==> config.mk <==
export PLATFORM = sky130hd
export DESIGN_NAME = uart_core_buffers_and_mode
export DESIGN_NICKNAME = d
export VERILOG_FILES = /design/src/hdl/uart_core_pkg.sv /design/src/hdl/uart_core_buffers_and_mode.sv
export SDC_FILE = /design/constraint.sdc
export NUM_CORES = 1
export LEC_CHECK = 0
export BUFFER_PORTS_ARGS = -buffer_cell sky130_fd_sc_hd__buf_2
export CAP_MARGIN = 40
export CORE_AREA = 2 2 136 138
export DETAILED_ROUTE_END_ITERATION = 16
export DIE_AREA = 0 0 138 140
export PLACE_DENSITY_LB_ADDON = 0.3
export SETUP_SLACK_MARGIN = 0.2
export SLEW_MARGIN = 40
export SYNTH_ARGS = -nofsm -noshare
export SYNTH_HDL_FRONTEND = slang
export SYNTH_SLANG_ARGS = --single-unit
==> constraint.sdc <==
create_clock -name clock -period 7.7 [get_ports clock]
set_clock_uncertainty 0.1 [all_clocks]
set_input_delay 1.54 -clock clock [delete_from_list [all_inputs] [get_ports clock]]
set_output_delay 1.54 -clock clock [all_outputs]
set_load 0.05 [all_outputs]
==> src/hdl/uart_core_pkg.sv <==
// Purpose: shared constants and types for the serial transceiver core
// Assumes: 8-bit cpu data, 16-bit cpu addresses
// Notes:   base clock is a divided tick of the system clock
package uart_core_pkg;

    ////////////////////////////////////////////////////////////////////////////////
    // register addresses
    localparam logic [15:0] MODE_ADDR   = 16'hff50;  // serial_mode_control
    localparam logic [15:0] RXB_ADDR    = 16'hff51;  // receive_holding_buffer
    localparam logic [15:0] TXB_ADDR    = 16'hff52;  // transmit_holding_buffer
    localparam logic [15:0] ERR_ADDR    = 16'hff53;  // receive_error_status
    localparam logic [15:0] TXSTAT_ADDR = 16'hff55;  // transmit_status

    ////////////////////////////////////////////////////////////////////////////////
    // reset values
    localparam logic [7:0] MODE_RESET = 8'h01;
    localparam logic [7:0] BUF_RESET  = 8'hff;
    localparam logic [7:0] ZERO_BYTE  = 8'h00;

    ////////////////////////////////////////////////////////////////////////////////
    // mode register fields
    localparam int POWER_BIT  = 7;
    localparam int TXE_BIT    = 6;
    localparam int RXE_BIT    = 5;
    localparam int PAR_HI_BIT = 4;
    localparam int PAR_LO_BIT = 3;
    localparam int CLEN_BIT   = 2;
    localparam int STOP_BIT   = 1;
    localparam int ROUTE_BIT  = 0;

    // status fields
    localparam int PE_BIT   = 2;
    localparam int FE_BIT   = 1;
    localparam int OVE_BIT  = 0;
    localparam int TXBF_BIT = 1;
    localparam int TXSF_BIT = 0;

    ////////////////////////////////////////////////////////////////////////////////
    // timing: system clocks per base clock, base clocks per serial bit
    localparam logic [3:0] BASE_DIV_LAST = 4'h3;   // divide by 4
    localparam logic [3:0] BIT_LAST      = 4'hf;   // 16 base clocks per bit
    localparam logic [3:0] HALF_LAST     = 4'h7;   // mid-bit of start bit
    localparam logic [2:0] IDX_LAST8     = 3'h7;
    localparam logic [2:0] IDX_LAST7     = 3'h6;

    ////////////////////////////////////////////////////////////////////////////////
    // parity modes
    typedef enum logic [1:0] {
        PAR_NONE = 2'h0,
        PAR_ZERO = 2'h1,
        PAR_ODD  = 2'h2,
        PAR_EVEN = 2'h3
    } parity_t;

    // one cpu access; wmask selects bits for bit-wise writes
    typedef struct packed {
        logic        wr;
        logic        rd;
        logic [15:0] addr;
        logic [7:0]  wdata;
        logic [7:0]  wmask;
    } cpu_req_t;

endpackage : uart_core_pkg
==> src/hdl/uart_core_buffers_and_mode.sv <==
// Purpose: serial transceiver core with buffers, shifters and mode register
// Assumes: cpu access strobes last one clock; pins synchronous to clock
// Notes:   read data appears one clock after the read strobe
`timescale 1ns/1ps
`default_nettype none

////////////////////////////////////////////////////////////////////////////////
module uart_core_buffers_and_mode
    import uart_core_pkg::*;
(
    // clock and reset
    input  wire logic     clock,
    input  wire logic     rst,
    input  wire logic     ce,
    // cpu access
    input  wire cpu_req_t cpu_req,
    output var  logic [7:0] cpu_rdata,
    // direction select from auxiliary control
    input  wire logic     msb_first_sel,
    // serial pins
    input  wire logic     serial_in_pin,
    output var  logic     serial_out_pin,
    // interrupts
    output var  logic     receive_complete_irq,
    output var  logic     receive_error_irq,
    output var  logic     transmit_complete_irq
);

    typedef enum logic [2:0] {S_IDLE, S_START, S_DATA, S_PAR, S_STOP} frame_t;

    ////////////////////////////////////////////////////////////////////////////////
    // helpers
    function automatic logic [2:0] last_idx(input logic len8);
        last_idx = len8 ? IDX_LAST8 : IDX_LAST7;
    endfunction : last_idx

    function automatic logic par_calc(input logic [7:0] d, input logic len8,
                                      input parity_t p);
        logic ones;
        ones = ^(len8 ? d : {1'b0, d[6:0]});
        case (p)
            PAR_ODD:  par_calc = ~ones;
            PAR_EVEN: par_calc = ones;
            default:  par_calc = 1'b0;
        endcase
    endfunction : par_calc

    ////////////////////////////////////////////////////////////////////////////////
    // state
    logic [7:0] mode_r;
    logic [7:0] txb_r, rxb_r, txs_r, rxs_r, cpu_rdata_r;
    logic [3:0] div_r, tx_cnt_r, rx_cnt_r;
    logic [2:0] tx_idx_r, rx_idx_r;
    logic       tx_on_r, rx_on_r, txbf_r, tx_stop2_r, rx_par_r;
    logic       pe_r, fe_r, ove_r, rxb_full_r;
    logic       tx_pin_r, rc_irq_r, re_irq_r, tc_irq_r;
    frame_t     tx_st_r, rx_st_r;

    ////////////////////////////////////////////////////////////////////////////////
    // decode
    wire parity_t par_mode   = parity_t'(mode_r[PAR_HI_BIT:PAR_LO_BIT]);
    wire logic    power_on   = mode_r[POWER_BIT];
    wire logic    len8       = mode_r[CLEN_BIT];
    wire logic    tick       = ce && (div_r == BASE_DIV_LAST);
    wire logic    rx_in      = power_on ? serial_in_pin : 1'b1;
    wire logic    wr_mode    = cpu_req.wr && (cpu_req.addr == MODE_ADDR);
    wire logic    wr_txb     = cpu_req.wr && (cpu_req.addr == TXB_ADDR) && power_on;
    wire logic    rd_rxb     = cpu_req.rd && (cpu_req.addr == RXB_ADDR);
    wire logic    rd_err     = cpu_req.rd && (cpu_req.addr == ERR_ADDR);
    wire logic    tx_bit_end = tick && (tx_cnt_r == BIT_LAST);
    wire logic    rx_bit_end = tick && (rx_cnt_r == BIT_LAST);
    wire logic    tx_frame_end = tx_on_r && (tx_st_r == S_STOP) && tx_bit_end
                                 && (!mode_r[STOP_BIT] || tx_stop2_r);
    wire logic    tx_load_now = tick && tx_on_r && txbf_r
                                && ((tx_st_r == S_IDLE) || tx_frame_end);
    wire logic    rx_sample  = power_on && rx_on_r && (rx_st_r == S_STOP) && rx_bit_end;
    wire logic [7:0] rx_next = msb_first_sel ? {rxs_r[6:0], rx_in} : {rx_in, rxs_r[7:1]};
    wire logic [7:0] rx_data = len8 ? rxs_r
                             : (msb_first_sel ? {rxs_r[6:0], 1'b0}
                                              : {1'b0, rxs_r[7:1]});
    // pad bit of rx_data is zero, so parity is taken over the whole byte
    wire logic    rx_pe      = rx_sample && (par_mode == PAR_ODD || par_mode == PAR_EVEN)
                               && (rx_par_r != par_calc(rx_data, 1'b1, par_mode));
    wire logic    rx_fe      = rx_sample && !rx_in;
    wire logic    rx_ove     = rx_sample && rxb_full_r;
    wire logic    rx_err     = rx_pe || rx_fe || rx_ove;

    ////////////////////////////////////////////////////////////////////////////////
    // base clock divider
    always_ff @(posedge clock or posedge rst) begin
        if (rst)
            div_r <= 4'h0;
        else if (ce)
            div_r <= (div_r == BASE_DIV_LAST) ? 4'h0 : div_r + 4'h1;
    end

    ////////////////////////////////////////////////////////////////////////////////
    // mode register, bit or byte writes
    always_ff @(posedge clock or posedge rst) begin
        if (rst)
            mode_r <= MODE_RESET;
        else if (ce && wr_mode)
            mode_r <= (mode_r & ~cpu_req.wmask) | (cpu_req.wdata & cpu_req.wmask);
    end

    // enables taken on the base clock
    always_ff @(posedge clock or posedge rst) begin
        if (rst) begin
            tx_on_r <= 1'b0;
            rx_on_r <= 1'b0;
        end else if (ce && !power_on) begin
            tx_on_r <= 1'b0;
            rx_on_r <= 1'b0;
        end else if (tick) begin
            tx_on_r <= mode_r[TXE_BIT];
            rx_on_r <= mode_r[RXE_BIT];
        end
    end

    ////////////////////////////////////////////////////////////////////////////////
    // transmit buffer and full flag
    always_ff @(posedge clock or posedge rst) begin
        if (rst) begin
            txb_r  <= BUF_RESET;
            txbf_r <= 1'b0;
        end else if (ce) begin
            if (wr_txb)
                txb_r <= cpu_req.wdata;
            if (!power_on || !tx_on_r)
                txbf_r <= 1'b0;
            else if (wr_txb)
                txbf_r <= 1'b1;
            else if (tx_load_now)
                txbf_r <= 1'b0;
        end
    end

    ////////////////////////////////////////////////////////////////////////////////
    // transmitter frame sequencer
    always_ff @(posedge clock or posedge rst) begin
        if (rst) begin
            tx_st_r <= S_IDLE;
            tx_cnt_r <= 4'h0;
            tx_idx_r <= 3'h0;
            tx_stop2_r <= 1'b0;
            txs_r <= BUF_RESET;
            tx_pin_r <= 1'b1;
            tc_irq_r <= 1'b0;
        end else if (ce) begin
            tc_irq_r <= 1'b0;
            if (!power_on || !tx_on_r) begin
                tx_st_r <= S_IDLE;
                tx_cnt_r <= 4'h0;
                tx_pin_r <= 1'b1;
            end else if (tick) begin
                tx_cnt_r <= tx_cnt_r + 4'h1;
                if (tx_load_now) begin
                    txs_r <= txb_r;
                    tc_irq_r <= tx_frame_end;
                    tx_st_r <= S_START;
                    tx_cnt_r <= 4'h0;
                    tx_pin_r <= 1'b0;
                end else if (tx_bit_end) begin
                    case (tx_st_r)
                        S_START: begin
                            tx_st_r <= S_DATA;
                            tx_idx_r <= 3'h0;
                            tx_pin_r <= msb_first_sel ? txs_r[last_idx(len8)] : txs_r[0];
                        end
                        S_DATA: begin
                            if (tx_idx_r == last_idx(len8)) begin
                                tx_st_r <= (par_mode == PAR_NONE) ? S_STOP : S_PAR;
                                tx_pin_r <= (par_mode == PAR_NONE) ? 1'b1
                                          : par_calc(txs_r, len8, par_mode);
                                tx_stop2_r <= 1'b0;
                            end else begin
                                tx_idx_r <= tx_idx_r + 3'h1;
                                tx_pin_r <= msb_first_sel
                                    ? txs_r[last_idx(len8) - tx_idx_r - 3'h1]
                                    : txs_r[tx_idx_r + 3'h1];
                            end
                        end
                        S_PAR: begin
                            tx_st_r <= S_STOP;
                            tx_pin_r <= 1'b1;
                            tx_stop2_r <= 1'b0;
                        end
                        S_STOP: begin
                            tx_pin_r <= 1'b1;
                            tx_stop2_r <= 1'b1;
                            if (tx_frame_end) begin
                                tc_irq_r <= 1'b1;
                                tx_st_r <= S_IDLE;
                            end
                        end
                        default: tx_st_r <= S_IDLE;
                    endcase
                end
            end
        end
    end

    ////////////////////////////////////////////////////////////////////////////////
    // receiver frame sequencer
    always_ff @(posedge clock or posedge rst) begin
        if (rst) begin
            rx_st_r <= S_IDLE;
            rx_cnt_r <= 4'h0;
            rx_idx_r <= 3'h0;
            rxs_r <= BUF_RESET;
            rx_par_r <= 1'b0;
        end else if (ce) begin
            if (!power_on || !rx_on_r) begin
                rx_st_r <= S_IDLE;
                rx_cnt_r <= 4'h0;
            end else if (tick) begin
                rx_cnt_r <= rx_cnt_r + 4'h1;
                case (rx_st_r)
                    S_IDLE: begin
                        rx_cnt_r <= 4'h0;
                        if (!rx_in)
                            rx_st_r <= S_START;
                    end
                    S_START: if (rx_cnt_r == HALF_LAST) begin
                        rx_cnt_r <= 4'h0;
                        rx_idx_r <= 3'h0;
                        rx_st_r <= rx_in ? S_IDLE : S_DATA;
                    end
                    S_DATA: if (rx_bit_end) begin
                        rxs_r <= rx_next;
                        rx_idx_r <= rx_idx_r + 3'h1;
                        if (rx_idx_r == last_idx(len8))
                            rx_st_r <= (par_mode == PAR_NONE) ? S_STOP : S_PAR;
                    end
                    S_PAR: if (rx_bit_end) begin
                        rx_par_r <= rx_in;
                        rx_st_r <= S_STOP;
                    end
                    S_STOP: if (rx_bit_end)
                        rx_st_r <= S_IDLE;
                    default: rx_st_r <= S_IDLE;
                endcase
            end
        end
    end

    ////////////////////////////////////////////////////////////////////////////////
    // receive buffer, error flags and receive interrupts
    always_ff @(posedge clock or posedge rst) begin
        if (rst) begin
            rxb_r <= BUF_RESET;
            rxb_full_r <= 1'b0;
            {pe_r, fe_r, ove_r} <= 3'h0;
            rc_irq_r <= 1'b0;
            re_irq_r <= 1'b0;
        end else if (ce) begin
            rc_irq_r <= 1'b0;
            re_irq_r <= 1'b0;
            if (!power_on) begin
                rxb_r <= BUF_RESET;
                rxb_full_r <= 1'b0;
                {pe_r, fe_r, ove_r} <= 3'h0;
            end else begin
                if (rx_sample && !rx_ove) begin
                    rxb_r <= rx_data;
                    rxb_full_r <= 1'b1;
                end else if (rd_rxb)
                    rxb_full_r <= 1'b0;
                if (!rx_on_r && !mode_r[RXE_BIT])
                    {pe_r, fe_r, ove_r} <= 3'h0;
                else if (rx_sample)
                    {pe_r, fe_r, ove_r} <= {pe_r | rx_pe, fe_r | rx_fe, ove_r | rx_ove};
                else if (rd_err)
                    {pe_r, fe_r, ove_r} <= 3'h0;
                if (rx_sample) begin
                    re_irq_r <= rx_err && !mode_r[ROUTE_BIT];
                    rc_irq_r <= !rx_err || mode_r[ROUTE_BIT];
                end
            end
        end
    end

    ////////////////////////////////////////////////////////////////////////////////
    // read data
    always_ff @(posedge clock or posedge rst) begin
        if (rst)
            cpu_rdata_r <= ZERO_BYTE;
        else if (ce && cpu_req.rd) begin
            case (cpu_req.addr)
                MODE_ADDR:   cpu_rdata_r <= mode_r;
                RXB_ADDR:    cpu_rdata_r <= rxb_r;
                TXB_ADDR:    cpu_rdata_r <= txb_r;
                ERR_ADDR:    cpu_rdata_r <= {5'h00, pe_r, fe_r, ove_r};
                TXSTAT_ADDR: cpu_rdata_r <= {6'h00, txbf_r, tx_st_r != S_IDLE};
                default:     cpu_rdata_r <= ZERO_BYTE;
            endcase
        end
    end

    assign cpu_rdata             = cpu_rdata_r;
    assign serial_out_pin        = tx_pin_r;
    assign receive_complete_irq  = rc_irq_r;
    assign receive_error_irq     = re_irq_r;
    assign transmit_complete_irq = tc_irq_r;
endmodule : uart_core_buffers_and_mode

`default_nettype wire

# Word level (Yosys, flattened, before mapping)
# Cells that the tools add are included.
[classes] add_sub_neg=7 order_cmp=3 eq_ne=37 muxes=89 n_bitwise=12 reduce_logical=76
[op_table] op="$eq A16 B16 Y1 const B" count=5
[op_table] op="$mux W3" count=18
[op_table] op="$mux W8" count=6
[op_table] op="$mux W1" count=44
[op_table] op="$pmux W8 S5" count=1
[op_table] op="$mux W4" count=7
[op_table] op="$logic_and A1 B1 Y1" count=27
[op_table] op="$and A8 B8 Y8" count=2
[op_table] op="$reduce_xor A8 Y1" count=2
[op_table] op="$ne A3 B3 Y1 const B" count=5
[op_table] op="$pmux W3 S5" count=1
[op_table] op="$reduce_and A5 Y1" count=3
[op_table] op="$reduce_and A2 Y1" count=7
[op_table] op="$reduce_and A7 Y1" count=2
[op_table] op="$add A4 B1 Y4 const B" count=3
[op_table] op="$eq A3 B2 Y1 const B" count=4
[op_table] op="$lt A3 B4 Y1 const B" count=3
[op_table] op="$pmux W3 S2" count=2
[op_table] op="$pmux W3 S4" count=1
[op_table] op="$reduce_bool A3 Y1" count=4
[op_table] op="$reduce_bool A2 Y1" count=5
[op_table] op="$bmux W1 S3" count=3
[op_table] op="$logic_not A1 Y1" count=9
[op_table] op="$eq A4 B4 Y1 const B" count=2
[op_table] op="33 further kinds" count=58
[totals] regBits=85 input_bits=39 output_inout_bits=12 wordCells=250

# Longest topological paths before layout
[logic_depth] word_depth=13 ltp_mapped=11 mapped_depth_nobuf=11

# Worst setup path before layout
# Ideal clock, no wire load.
[synth_timing] path_kind="input -> register" startpoint="input cpu_req[23] (netlist name)" endpoint="register (tool-made name)" setup_ns=0.125 arrival_ns=3.425 required_ns=7.475 setup_slack_ns=4.049 stages=8 n_path_buf=1 cell_sequence="and4b_1 > nand4_1 > or3_1 > buf_6 > or4b_4 > nor2_8 > nand2_1 > mux2_4"
[synth_lines] item="start: declaration" line_no="uart_core_buffers_and_mode.sv:16" text="input wire cpu_req_t cpu_req,"

==> flow_summary.json <==
{
  "die_h_um": 140,
  "first_pass_iters": 4,
  "fp-row-count": 49,
  "worstMarginPinSlew_ns": 0.688,
  "post_cts.repair.setup_buffers": 0,
  "htree_levels": 3,
  "clockBufferDepth": 2,
  "layout_common_cells": "nand2_1 (65), dfrtp_1 (51), buf_2 (50), o21ai_0 (37), dfstp_2 (34)",
  "ys_warn_count": 0,
  "syn_to_final_growth_pct": 14.7,
  "finalPower_mw": 0.972,
  "max-vdd-ir-drop_mv": 0.125,
  "final_cell_area_um2": 5670,
  "die-area_um2": 19300,
  "drt-wirelength-per-cell_um": 16.1,
  "max_clock_freq_mhz": 279,
  "fin_setup_tns_ns": 0,
  "power.leakage_nw": 2.45,
  "fin_ws_ns": 4.12,
  "final.min_clock_period_ns": 3.58,
  "ys_types": 61,
  "ys_ff_latch": 85,
  "clock_latency_ns": 0.35,
  "rr_startpoint": "tx_cnt_r[0]",
  "grt_max_degree": 86,
  "synth.avg_cell_area_um2": 10.1,
  "numCtsBuffers": 9,
  "drtIter0Drc": 204,
  "period_share_pct": 46.5,
  "critical_path.max_fanout": 9,
  "dp_hpwl_um": 9110,
  "min-delay-start": "cpu_rdata[2]",
  "whs_path_depth": 2,
  "synth_area_leader_cell": "dfrtp_1",
  "synth_top_area_share_pct": 25.8,
  "nNetsFinal": 577,
  "grt_first_pass_wirelength_um": 20700,
  "place_area_um2": 5380,
  "drive_gt1_share_pct": 28.4,
  "syn-cell-area_um2": 4950,
  "drt_wl_total_um": 12300,
  "place_ws_ns": 3.75,
  "core_um2": 17800,
  "cts_resized": 0,
  "postCtsHoldBufs": 0,
  "place.gp.congestion": 0.837,
  "post_synth_main_area_contributors": "dfrtp_1 (26%), dfstp_2 (18%), mux2_2 (5.5%)",
  "port_buffers": 50,
  "crit_type": "in2reg",
  "maxCapViolCount": 0,
  "final_antenna_net_count": 0,
  "clk_pin_slew_worst_paths_ns": 0.06,
  "setup_viol": 0,
  "r2r_slack_ns": 5.03,
  "netlist_instances": 490,
  "status": "complete, no violations",
  "die_width_um": 138,
  "grt_use_total_pct": 13.4,
  "first_global_vias": 3929,
  "end_kind": "flop",
  "ys_async_sr_fraction_pct": 100,
  "hp-class": "reg2reg",
  "overflow": 0,
  "critPathRequiredTime_ns": 7.83,
  "synth-edff-count": 0,
  "ios": 51,
  "cts_root_buffer": "clkbuf_16",
  "antenna_found_initial": 0,
  "final_max_slew_viol_count": 0,
  "r2r-end": "tx_idx_r[2]",
  "ys_dominant_reg_cell": "dfrtp_1",
  "viasPerCell": 4.97,
  "reg2reg_depth": 8,
  "hold_end": "cpu_rdata[2]",
  "mostFrequentLayoutCell": "nand2_1",
  "seq_area_frac_synth_pct": 43.9,
  "cts.sinks": 85,
  "powerDensity_nw_per_um2": 171,
  "n_antenna_cell": 0,
  "cts_tree": "built",
  "drc_errors": 0,
  "syn_nets": 536,
  "crit_arrival_ns": 3.72,
  "initial_core_util_pct": 27.8,
  "hold_viol": 0,
  "rsz0062_at_grt": "no",
  "slew_headroom_pct": 54.1,
  "cp-start-kind": "input port",
  "num_vias": 3801
}
[worst max path at each step]
stage,endpoint,slack [ns],cells past startpoint,from
after floorplan,asynchronous set/reset pin,3.92,1,rst
after global placement,flop,3.80,8,cpu_req[23]
after detailed placement,flop,3.75,8,cpu_req[23]
after CTS,flop,4.12,8,cpu_req[23]
after global routing,rxb_r[6],3.90,7,ce
final,flop,4.12,8,cpu_req[23]
[flip-flops by register name, summed over array words and instances, names as in the netlist, 3 cells and up, named ones only]
signal,cells
rx_st_r,3
rx_idx_r,3
tx_st_r,3
tx_cnt_r,4
rxb_r,8
rxs_r,8
txs_r,8
div_r,4
tx_idx_r,3
txb_r,8
cpu_rdata,8
rx_cnt_r,4
[routing by layer]
metal	up-vias	routed length [µm]	GRT usage, %
li1	1845	-	-
met1	1856	5910	18.6
met2	86	5460	20.5
met3	14	686	2.87
met4	0	227	5.26
met5	-	0	0
[stage by stage]
step | util, % | std cells | hold slack (ns)
after floorplan | - | 490 | 0.337
after global placement | 30.2 | 749 | 0.358
after detailed placement | 30.3 | 749 | 0.366
after CTS | 31.9 | 765 | 0.380
after global routing | 31.9 | 765 | 0.423
final | 31.9 | 765 | 0.381
[cell usage after synthesis, types with 13 or more instances]
library cell / number
xnor2_1: 15
nand3_1: 20
nand2_1: 65
clkbuf_1: 13
a21oi_1: 23
o21ai_0: 37
mux2i_1: 19
nor2_1: 26
dfrtp_1: 51
mux2_2: 24
nand2b_1: 13
inv_1: 14
dfstp_2: 34
[final cells by class]
cell class                      instances  area [µm²]
Tap cell                              229         287
Inverter                               14        53.8
Clock inverter                          5        50.0
Sequential cell                        85        2170
Multi-Input combinational cell        367        2580
Timing Repair Buffer                   54         287
Fill cell                            1846       12100
Clock buffer                           11         243
[logic make-up after synthesis]
family / share of synthesized area (%)
buf+inv: 3.89
fa+ha+maj: 1.77
simple gates: 18.5
mux: 14.9
compound gates: 13.1
xor+xnor: 4.00
flops: 43.9
[power by group]
part / internal (mW) / leakage (nW) / switching [mW] / total [mW]
clock network: 0.258 / 0.149 / 0.180 / 0.438
registers: 0.454 / 1.06 / 0.00515 / 0.459
logic: 0.0281 / 1.25 / 0.0466 / 0.0747
total: 0.740 / 2.45 / 0.232 / 0.972
[critical path, stage by stage]
cell,delay (ns)
buf_2,0.09
and4b_1,0.22
nand4_1,0.11
or3_1,0.52
or4b_4,0.64
nor2_8,0.18
nand2_1,0.10
mux2_4,0.30
No activity file was read; power rests on OpenSTA's default activity.
